<file path="src/ocss_params.svh">
// constants for the output clock source select block
// assumes inclusion by bare name from the package and design modules
`ifndef OCSS_PARAMS_SVH
`define OCSS_PARAMS_SVH

// register byte addresses
`define OCSS_ADDR_SYNC_LOW    8'ha8
`define OCSS_ADDR_FOUR_FIVE   8'ha9
`define OCSS_ADDR_SIX_SEVEN   8'haa
`define OCSS_ADDR_RESERVED    8'hab

// field positions in sync_and_low_output_source
`define OCSS_LOW_SEL_LSB      0
`define OCSS_LOW_SEL_MSB      3
`define OCSS_SYNC0_BIT        4
`define OCSS_SYNC1_BIT        5

// field positions in the two three-bit select registers
`define OCSS_LO_FIELD_LSB     0
`define OCSS_LO_FIELD_MSB     2
`define OCSS_HI_FIELD_LSB     4
`define OCSS_HI_FIELD_MSB     6

// reset values
`define OCSS_RST_SYNC         1'b0
`define OCSS_RST_LOW_SEL      4'ha
`define OCSS_RST_SEL4         3'h0
`define OCSS_RST_SEL5         3'h2
`define OCSS_RST_SEL6         3'h0
`define OCSS_RST_SEL7         3'h5

// source codes of the three-bit selects
`define OCSS_SRC_LOOP0        3'h0
`define OCSS_SRC_LOOP1        3'h1
`define OCSS_SRC_OUT2         3'h2
`define OCSS_SRC_OUT3         3'h3
`define OCSS_SRC_REF0         3'h4
`define OCSS_SRC_REF1         3'h5
`define OCSS_SRC_RSVD         3'h6
`define OCSS_SRC_XTAL         3'h7

// one-bit select codes
`define OCSS_LOW_LOOP0        1'b0

// read value of reserved positions
`define OCSS_RSVD_READ        8'h00

`endif

</file>
<file path="src/ocss_pkg.sv">
// types shared by the output clock source select block
// assumes ocss_params.svh is on the include path
package ocss_pkg;
   `include "ocss_params.svh"

   typedef enum logic {
      OCSS_SYNC_RUN,
      OCSS_SYNC_HOLD
   } ocss_sync_state_e;

   typedef logic [2:0] ocss_src_code_t;
   typedef logic [1:0] ocss_loop_mask_t;
endpackage : ocss_pkg

</file>
<file path="src/ocss_sync_ctrl.sv">
// one loop's output sync sequencer
// assumes sync_bit_in is a register bit in the mclk_in domain
`timescale 1ns/1ps
module ocss_sync_ctrl
   import ocss_pkg::*;
(
   input  wire logic mclk_in,
   input  wire logic rst_n_in,
   input  wire logic sync_bit_in,
   output logic      hold_out,
   output logic      release_out
);

   ocss_sync_state_e state;

   // rising bit enters hold, falling bit releases once
   always_ff @(posedge mclk_in) begin
      if (!rst_n_in) begin
         state       <= OCSS_SYNC_RUN;
         hold_out    <= 1'b0;
         release_out <= 1'b0;
      end else begin
         release_out <= 1'b0;
         case (state)
            OCSS_SYNC_RUN: begin
               if (sync_bit_in) begin
                  state    <= OCSS_SYNC_HOLD;
                  hold_out <= 1'b1;
               end
            end
            OCSS_SYNC_HOLD: begin
               if (!sync_bit_in) begin
                  state       <= OCSS_SYNC_RUN;
                  hold_out    <= 1'b0;
                  release_out <= 1'b1;
               end
            end
            default: begin
               state    <= OCSS_SYNC_RUN;
               hold_out <= 1'b0;
            end
         endcase
      end
   end

endmodule : ocss_sync_ctrl

</file>
<file path="src/ocss_source_select.sv">
// output clock source select and output divider sync control
// assumes a byte register port driven by the device's register access
// logic, and divider, phase and mux logic outside that obey the outputs
`timescale 1ns/1ps
`include "ocss_params.svh"
module ocss_source_select
   import ocss_pkg::*;
(
   input  wire logic       mclk_in,
   input  wire logic       rst_n_in,
   input  wire logic [7:0] reg_addr_in,
   input  wire logic [7:0] reg_wdata_in,
   input  wire logic       reg_wr_in,
   input  wire logic       reg_rd_in,
   output logic      [7:0] reg_rdata_out,
   output logic      [3:0] out_low_source_select_out,
   output logic      [2:0] out4_source_select_out,
   output logic      [2:0] out5_source_select_out,
   output logic      [2:0] out6_source_select_out,
   output logic      [2:0] out7_source_select_out,
   output logic      [7:4] source_valid_out,
   output logic      [7:0] divider_reset_out,
   output logic      [7:0] coarse_clear_out,
   output logic      [1:0] fine_load_out
);

   logic           first_loop_output_sync;
   logic           second_loop_output_sync;
   ocss_src_code_t sel4;
   ocss_src_code_t sel5;
   ocss_src_code_t sel6;
   ocss_src_code_t sel7;
   logic [1:0]     hold;
   logic [1:0]     release_pulse;
   logic [7:0]     next_loop0_member;
   logic [7:0]     next_loop1_member;
   logic [7:4]     next_valid;
   logic [7:0]     next_rdata;

   // loop membership of a three-bit select; outputs 2,3 inherit their loop
   function automatic ocss_loop_mask_t loop_of_code(
      input ocss_src_code_t code,
      input logic           sel_out2,
      input logic           sel_out3
   );
      ocss_loop_mask_t m;
      m = 2'b00;
      case (code)
         `OCSS_SRC_LOOP0: m = 2'b01;
         `OCSS_SRC_LOOP1: m = 2'b10;
         `OCSS_SRC_OUT2:
            m = (sel_out2 == `OCSS_LOW_LOOP0) ? 2'b01 : 2'b10;
         `OCSS_SRC_OUT3:
            m = (sel_out3 == `OCSS_LOW_LOOP0) ? 2'b01 : 2'b10;
         default: m = 2'b00;
      endcase
      return m;
   endfunction : loop_of_code

   // register writes; reserved positions are dropped
   always_ff @(posedge mclk_in) begin
      if (!rst_n_in) begin
         first_loop_output_sync    <= `OCSS_RST_SYNC;
         second_loop_output_sync   <= `OCSS_RST_SYNC;
         out_low_source_select_out <= `OCSS_RST_LOW_SEL;
         sel4                      <= `OCSS_RST_SEL4;
         sel5                      <= `OCSS_RST_SEL5;
         sel6                      <= `OCSS_RST_SEL6;
         sel7                      <= `OCSS_RST_SEL7;
      end else if (reg_wr_in) begin
         case (reg_addr_in)
            `OCSS_ADDR_SYNC_LOW: begin
               out_low_source_select_out <= reg_wdata_in
                  [`OCSS_LOW_SEL_MSB:`OCSS_LOW_SEL_LSB];
               first_loop_output_sync  <=
                  reg_wdata_in[`OCSS_SYNC0_BIT];
               second_loop_output_sync <=
                  reg_wdata_in[`OCSS_SYNC1_BIT];
            end
            `OCSS_ADDR_FOUR_FIVE: begin
               sel4 <= reg_wdata_in
                  [`OCSS_LO_FIELD_MSB:`OCSS_LO_FIELD_LSB];
               sel5 <= reg_wdata_in
                  [`OCSS_HI_FIELD_MSB:`OCSS_HI_FIELD_LSB];
            end
            `OCSS_ADDR_SIX_SEVEN: begin
               sel6 <= reg_wdata_in
                  [`OCSS_LO_FIELD_MSB:`OCSS_LO_FIELD_LSB];
               sel7 <= reg_wdata_in
                  [`OCSS_HI_FIELD_MSB:`OCSS_HI_FIELD_LSB];
            end
            default: begin
            end
         endcase
      end
   end

   // read mux; reserved positions read zero
   always_comb begin
      next_rdata = `OCSS_RSVD_READ;
      case (reg_addr_in)
         `OCSS_ADDR_SYNC_LOW: begin
            next_rdata[`OCSS_LOW_SEL_MSB:`OCSS_LOW_SEL_LSB] =
               out_low_source_select_out;
            next_rdata[`OCSS_SYNC0_BIT] = first_loop_output_sync;
            next_rdata[`OCSS_SYNC1_BIT] = second_loop_output_sync;
         end
         `OCSS_ADDR_FOUR_FIVE: begin
            next_rdata[`OCSS_LO_FIELD_MSB:`OCSS_LO_FIELD_LSB] = sel4;
            next_rdata[`OCSS_HI_FIELD_MSB:`OCSS_HI_FIELD_LSB] = sel5;
         end
         `OCSS_ADDR_SIX_SEVEN: begin
            next_rdata[`OCSS_LO_FIELD_MSB:`OCSS_LO_FIELD_LSB] = sel6;
            next_rdata[`OCSS_HI_FIELD_MSB:`OCSS_HI_FIELD_LSB] = sel7;
         end
         default: next_rdata = `OCSS_RSVD_READ;
      endcase
   end

   always_ff @(posedge mclk_in) begin
      if (!rst_n_in) begin
         reg_rdata_out <= `OCSS_RSVD_READ;
      end else if (reg_rd_in) begin
         reg_rdata_out <= next_rdata;
      end
   end

   // one sequencer per loop
   ocss_sync_ctrl u_sync_first (
      .mclk_in     (mclk_in),
      .rst_n_in    (rst_n_in),
      .sync_bit_in (first_loop_output_sync),
      .hold_out    (hold[0]),
      .release_out (release_pulse[0])
   );

   ocss_sync_ctrl u_sync_second (
      .mclk_in     (mclk_in),
      .rst_n_in    (rst_n_in),
      .sync_bit_in (second_loop_output_sync),
      .hold_out    (hold[1]),
      .release_out (release_pulse[1])
   );

   // which outputs each loop drives
   always_comb begin
      ocss_loop_mask_t m4;
      ocss_loop_mask_t m5;
      ocss_loop_mask_t m6;
      ocss_loop_mask_t m7;
      m4 = loop_of_code(sel4, out_low_source_select_out[2],
                        out_low_source_select_out[3]);
      m5 = loop_of_code(sel5, out_low_source_select_out[2],
                        out_low_source_select_out[3]);
      m6 = loop_of_code(sel6, out_low_source_select_out[2],
                        out_low_source_select_out[3]);
      m7 = loop_of_code(sel7, out_low_source_select_out[2],
                        out_low_source_select_out[3]);
      next_loop0_member[3:0] = ~out_low_source_select_out;
      next_loop1_member[3:0] = out_low_source_select_out;
      next_loop0_member[7:4] = {m7[0], m6[0], m5[0], m4[0]};
      next_loop1_member[7:4] = {m7[1], m6[1], m5[1], m4[1]};
   end

   // the reserved code, and the ref1 code on output 6, leave the output without a source
   always_comb begin
      next_valid[4] = (sel4 != `OCSS_SRC_RSVD);
      next_valid[5] = (sel5 != `OCSS_SRC_RSVD);
      next_valid[6] = (sel6 != `OCSS_SRC_REF1) &&
                      (sel6 != `OCSS_SRC_RSVD);
      next_valid[7] = (sel7 != `OCSS_SRC_RSVD);
   end

   // mux selects follow the register the cycle after the write
   always_ff @(posedge mclk_in) begin
      if (!rst_n_in) begin
         out4_source_select_out <= `OCSS_RST_SEL4;
         out5_source_select_out <= `OCSS_RST_SEL5;
         out6_source_select_out <= `OCSS_RST_SEL6;
         out7_source_select_out <= `OCSS_RST_SEL7;
         source_valid_out       <= 4'hf;
      end else begin
         out4_source_select_out <= sel4;
         out5_source_select_out <= sel5;
         out6_source_select_out <= sel6;
         out7_source_select_out <= sel7;
         source_valid_out       <= next_valid;
      end
   end

   // divider resets, each loop's outputs released on the same edge
   always_ff @(posedge mclk_in) begin
      if (!rst_n_in) begin
         divider_reset_out <= 8'h00;
      end else begin
         divider_reset_out <= ({8{hold[0]}} & next_loop0_member) |
                              ({8{hold[1]}} & next_loop1_member);
      end
   end

   // coarse phase clear on release
   always_ff @(posedge mclk_in) begin
      if (!rst_n_in) begin
         coarse_clear_out <= 8'h00;
      end else begin
         coarse_clear_out <=
            ({8{release_pulse[0]}} & next_loop0_member) |
            ({8{release_pulse[1]}} & next_loop1_member);
      end
   end

   // fine phase load for outputs 2 and 3 on the driving loop's release
   always_ff @(posedge mclk_in) begin
      if (!rst_n_in) begin
         fine_load_out <= 2'b00;
      end else begin
         fine_load_out <=
            ({2{release_pulse[0]}} & next_loop0_member[3:2]) |
            ({2{release_pulse[1]}} & next_loop1_member[3:2]);
      end
   end

endmodule : ocss_source_select

</file>
<file path="config.mk">
export PLATFORM = sky130hd
export DESIGN_NAME = ocss_source_select
export DESIGN_NICKNAME = d
export VERILOG_FILES = /design/src/ocss_pkg.sv /design/src/ocss_sync_ctrl.sv /design/src/ocss_source_select.sv
export VERILOG_INCLUDE_DIRS = /design/src
export SDC_FILE = /design/constraint.sdc
export NUM_CORES = 1
export LEC_CHECK = 0
export BUFFER_PORTS_ARGS = -buffer_cell sky130_fd_sc_hd__buf_4
export CAP_MARGIN = 25
export CORE_MARGIN = 2
export CORE_UTILIZATION = 52
export CTS_BUF_LIST = sky130_fd_sc_hd__clkbuf_4 sky130_fd_sc_hd__clkbuf_8 sky130_fd_sc_hd__clkbuf_16
export CTS_CLUSTER_SIZE = 30
export DETAILED_ROUTE_END_ITERATION = 7
export HOLD_SLACK_MARGIN = 0.1
export PLACE_DENSITY = 0.79
export SETUP_SLACK_MARGIN = 0.4
export SLEW_MARGIN = 30
export SYNTH_ARGS = -nofsm -noshare
export SYNTH_HDL_FRONTEND = slang
export SYNTH_SLANG_ARGS = --single-unit
</file>
<file path="constraint.sdc">
create_clock -name mclk_in -period 1.6 [get_ports mclk_in]
set_clock_uncertainty 0.15 [all_clocks]
set_input_delay 0.16 -clock mclk_in [delete_from_list [all_inputs] [get_ports mclk_in]]
set_output_delay 0.16 -clock mclk_in [all_outputs]
set_load 0.1 [all_outputs]
</file>
-- Yosys cells after proc, flatten, opt, wreduce, memory -nomap -nowiden
Cells that the tools add are included.
- register bits after elaboration: 65
- reduce and logical (&&, ||, !) cells: 12
- multiplexer cells: 20
- eq/ne operators: 24
- bitwise gates (word level): 12
- operator list (kind ; count):
    8-bit AND ; 4
    2-bit case mux with 4 select lines ; 4
    3-bit by 2-bit == test with 1-bit output (second input constant) ; 8
    8-bit == test (second input constant) ; 3
    8-bit bitwise OR ; 2
    3-bit != test (second input constant) ; 5
    2-bit AND reduction ; 7
    3-bit by 1-bit == test with 1-bit output (second input constant) ; 4
    3-bit zero test ; 4
    1-bit 2-to-1 mux ; 9
    3-bit case mux with 3 select lines ; 1
    2-bit != test (second input constant) ; 4
    1-bit case mux with 2 select lines ; 3
    2-bit case mux with 3 select lines ; 1
    2-bit AND ; 2
    2-bit 2-to-1 mux ; 2
    4-bit inverter ; 1
    1-bit inverter ; 2
    2-bit bitwise OR ; 1
    1-bit logical AND ; 1

-- Logic depth before layout (Yosys ltp)
- depth in word-level cells: 4
- mapped depth: 5
- mapped depth without buffers: 3

-- Hierarchy
A second synthesis with hierarchy kept.
- cell total of the unflattened synthesis: 266
- area, all modules: 2551.2 um2
- modules (own cells, without submodules) (module ; area each (um2) ; seq. area each (um2) ; cells each ; times used):
    ocss_source_select ; 2361.0 ; 1141.1 ; 248 ; 1
    ocss_sync_ctrl ; 95.1 ; 60.1 ; 9 ; 2

-- Least setup slack after synthesis
Ideal clock, no wire load.
- path kind: reg-to-reg
- from: register out_low_source_select_out[3]
- to: register coarse_clear_out[6]
- buffers on the path: 1
- data arrival time: 1.674 ns
- path slack: -0.344 ns
- period minus slack after synthesis: 1.944 ns
- stages on the path, launching flop included: 5
- setup time: 0.119 ns
- data required time: 1.331 ns
- path through: dfxtp_1 -> clkbuf_1 -> and3b_1 -> o21ai_0 -> a21oi_1
- longest elaborated chain between the ends: 4
- elaborated cells between the ends (all ways): 5
- ends and longest elaborated chain (element ; RTL line ; RTL):
    start: declaration ; ocss_source_select.sv:16 ; output logic [3:0] out_low_source_select_out,
    start signal: assignment ; ocss_source_select.sv:65 ; out_low_source_select_out <= `OCSS_RST_LOW_SEL;
    start signal: assignment ; ocss_source_select.sv:73 ; out_low_source_select_out <= reg_wdata_in
    2-bit 2-to-1 mux * ; ocss_source_select.sv:54 ; m = (sel_out3 == `OCSS_LOW_LOOP0) ? 2'b01 : 2'b10;
    2-bit case mux with 4 select lines * ; ocss_source_select.sv:48 ; case (code)
    8-bit AND, on equally long branches ; ocss_source_select.sv:207, ocss_source_select.sv:208 ;
    8-bit bitwise OR * ; ocss_source_select.sv:207 ; ({8{release_pulse[0]}} & next_loop0_member) |
    end signal: assignment ; ocss_source_select.sv:206 ; coarse_clear_out <=
    end: declaration ; ocss_source_select.sv:23 ; output logic [7:0] coarse_clear_out,
Every way passes the cells marked *; elsewhere a longest branch is shown, timed or not.
A chain may end at the register's enable or synchronous reset.

-- Worst setup path in the final report
- from: register out_low_source_select_out[2]
- to: register reg_rdata_out[2]
- longest elaborated chain between the ends: 1
- ends and longest elaborated chain (element ; RTL line ; RTL):
    3-bit case mux with 3 select lines ; ocss_source_select.sv:101 ; case (reg_addr_in)
    end signal: assignment ; ocss_source_select.sv:122 ; reg_rdata_out <= `OCSS_RSVD_READ;
    end signal: assignment ; ocss_source_select.sv:124 ; reg_rdata_out <= next_rdata;
    end: declaration ; ocss_source_select.sv:15 ; output logic [7:0] reg_rdata_out,
No other way between the ends.

==> flow_summary.json <==
{
  "status": "complete, but fails checks",
  "violations": "hold timing",
  "worstHoldStart": "reg_addr_in[2]",
  "grt_max_degree": 26,
  "synth-edff-count": 0,
  "clk_latency_ns": 0.33,
  "dp_hpwl_mm": 4.08,
  "leakage_uw": 0.00165,
  "combPwrFrac_pct": 5.5,
  "drc": 0,
  "h-tree-depth": 3,
  "slew_viol_final": 0,
  "cts.sinks": 63,
  "r2r_setup_slack_ns": 0.36,
  "grt_antenna_before_repair": 0,
  "grt_first_pass_wirelength_mm": 10.2,
  "dr.pass1.iters": 4,
  "antenna_left": 0,
  "ios": 66,
  "r2r-start": "out_low_source_select_out[2]",
  "dr.first_iter.drc_count": 142,
  "fin_crit_ns": 1.24,
  "switching_share_pct": 22.1,
  "synthCells": 264,
  "diodes": 0,
  "synth_seq_cells": 63,
  "drive_gt1_share_pct": 50.0,
  "synth.distinct_cells": 38,
  "crit_arrival_ns": 1.32,
  "cap_violations": 0,
  "nNetsFinal": 361,
  "worstSetupPathType": "reg2reg",
  "hp-class": "in2reg",
  "timing.setup.tns_ns": 0,
  "die_h_um": 73.7,
  "min_to": "reg_rdata_out[3]",
  "rows": 25,
  "end_kind": "flop",
  "coreArea_mm2": 0.00469,
  "grt_pass1_vias": 2080,
  "grt.met3_usage_pct": 4.39,
  "cts_buffers": 9,
  "viasPerCell": 5.51,
  "synthTopCellsByArea": "dfxtp_1 (50%), mux2i_1 (9.5%), a21oi_1 (4.0%)",
  "wirelength_mm": 6.64,
  "cts_root_buf": "clkbuf_8",
  "critPathRequiredTime_ns": 1.68,
  "synth_fp_nets": 284,
  "synthArstFlopShare_pct": 0,
  "fin_crit_sh_pct": 77.6,
  "yosysWarnings": 0,
  "cts-hold-fix-buffers": 8,
  "seq_area_frac_synth_pct": 49.9,
  "clock_path_buffers": 2,
  "hold_viol": 1,
  "die_w_um": 73.7,
  "switching_power_uw": 664,
  "routabilityCongestion": 0.834,
  "path_max_fanout": 8,
  "whs_path_depth": 4,
  "io_buffers": 63,
  "netlist_area_mm2": 0.00253,
  "wire_per_inst_um": 16.6,
  "synth_area_per_cell_um2": 9.57,
  "dr_total_vias": 2205,
  "tritoncts": "built",
  "power.internal_uw": 2340,
  "rr_endpoint": "reg_rdata_out[2]",
  "reg2reg_depth": 4,
  "synthToLayoutAreaGrowth_pct": 53.7,
  "ys.flop_type": "dfxtp_1",
  "pwr-share-seq_pct": 51.7,
  "use_met2_pct": 41.1,
  "grt-ovfl-total": 0,
  "fmax_ghz": 0.806,
  "rsz0062_at_grt": "true",
  "dieArea_mm2": 0.00543,
  "clk_pin_slew_worst_paths_ns": 0.07,
  "busiest_layer": "met2",
  "power_frac_clock_pct": 42.8,
  "synth_top_cell_by_area": "dfxtp_1",
  "start_util_pct": 53.8,
  "p_per_area_mw_per_mm2": 773,
  "setup_viol_count_final": 0,
  "synth_top_area_share_pct": 49.9,
  "hold_ws_ns": -0.00193,
  "grt_usage_pct": 25.1,
  "peakVddDrop_v": 0.000519,
  "utilization_pct": 82.7,
  "globalRouteMet1Util_pct": 31.2,
  "start_kind": "flop"
}
==> flip-flops by register name, summed over array words and instances (netlist names), 3 cells and up <==
name	flops
coarse_clear_out	8
divider_reset_out	8
reg_rdata_out	7
out_low_source_select_out	4
source_valid_out	4
out4_source_select_out	3
out5_source_select_out	3
out6_source_select_out	3
out7_source_select_out	3
sel4	3
sel5	3
sel6	3
sel7	3
==> cell type report <==
cell class	count	area [um^2]
fillers	275	810
clock inverters	1	5.00
repair buffers	85	1040
inverters	16	60.1
clock buffers	15	181
flip-flops and latches	63	1350
multi-input cells	166	1180
well taps	54	67.6
==> kinds of logic (layout without fill, tap and decap cells) <==
group	Yosys count	in the layout	share of synthesized area, %
buf+inv	35	117	6.98
mux	31	31	12.9
xor+xnor	1	1	0.347
compound gates	46	46	10.7
simple gates	87	87	19.0
other cells	1	1	0.148
flops	63	63	49.9
==> layer usage <==
layer,part of all wire [%],up-vias
li1,-,1052
met1,41,1029
met2,50,103
met3,6.0,21
met4,2.7,0
met5,0,-
==> worst max path at each step <==
stage                                 start                    to  slack (ns)  cells past startpoint
6_report       out_low_source_select_out[2]      reg_rdata_out[2]        0.36                      4
5_1_grt        out_low_source_select_out[3]  divider_reset_out[6]        0.32                      4
4_1_cts        out_low_source_select_out[2]  divider_reset_out[5]        0.37                      4
3_5_place_dp                 reg_addr_in[1]               sel5[1]        0.08                      4
3_3_place_gp                 reg_addr_in[1]               sel5[1]        0.07                      4
2_1_floorplan                reg_addr_in[4]               sel5[1]        0.19                      5
==> cells in the mapped netlist, types with 4 or more instances <==
cell type	number
nor2b_1	6
dfxtp_1	63
mux2i_1	24
nand3_1	9
a21oi_1	20
a31oi_1	5
buf_4	4
nand2_1	26
nor2_1	14
mux2_2	5
clkbuf_1	6
a21o_1	4
nand3b_1	6
a211oi_1	4
nand2b_1	9
inv_1	15
and3b_1	4
o21ai_0	10
==> critical path, cell delays in order (launching register included) <==
cell      delay [ns]
dfxtp_4         0.39
buf_12          0.14
mux2_2          0.17
nand2_2         0.06
a211oi_1        0.23
==> placed cells by master (no fill, tap or decap), drive strengths merged <==
master / synthesis / routed
a21o: 4 / 4
nor2b: 6 / 6
xor2: 1 / 1
buf: 12 / 77
nor3b: 1 / 1
nor3: 3 / 3
conb: 1 / 1
nand2b: 9 / 9
nand2: 26 / 26
mux2: 7 / 7
a221oi: 1 / 1
nand3: 9 / 9
and4bb: 1 / 1
nand4: 1 / 1
nor2: 14 / 14
mux2i: 24 / 24
a31oi: 5 / 5
and3b: 6 / 6
o21ai: 10 / 10
inv: 16 / 16
clkinv: 0 / 1
a21boi: 1 / 1
dlygate4sd3: 0 / 8
nand3b: 6 / 6
a21oi: 20 / 20
and4b: 1 / 1
a211oi: 4 / 4
o2111ai: 1 / 1
dfxtp: 63 / 63
and2b: 2 / 2
and4: 2 / 2
clkbuf: 7 / 15
==> power groups by stage <==
stage / Combinational [uW] / Sequential, uW / Clock (uW)
floorplan: 77.7 / 1590 / 0
global placement: 135 / 1590 / 0
detailed placement: 138 / 1590 / 0
CTS: 155 / 1550 / 1300
global route: 174 / 1550 / 1360
finish: 164 / 1550 / 1290
==> stage by stage <==
stage / cell area, um^2 / worst slack (ns) / power [uW] / hold slack (ns) / cells
4_1_cts: 3710 / 0.375 / 3000 / -0.00233 / 399
5_1_grt: 3880 / 0.323 / 3090 / 0.0254 / 400
3_3_place_gp: 3110 / 0.0725 / 1720 / 0.261 / 368
2_1_floorplan: 2660 / 0.186 / 1670 / 0.152 / 264
3_5_place_dp: 3110 / 0.0764 / 1720 / 0.256 / 368
6_report: 3880 / 0.359 / 3000 / -0.00193 / 400
==> what timing repair did <==
| item | in CTS | in global routing |
|---|---|---|
| gates resized for setup | 72 | 43 |
| pin swaps | 0 | 10 |
| setup buffers | 7 | 1 |
| hold endpoints to repair | 33 | 13 |
| endpoints found under the setup margin | 46 | 50 |
(Power assumes the default switching activity.)
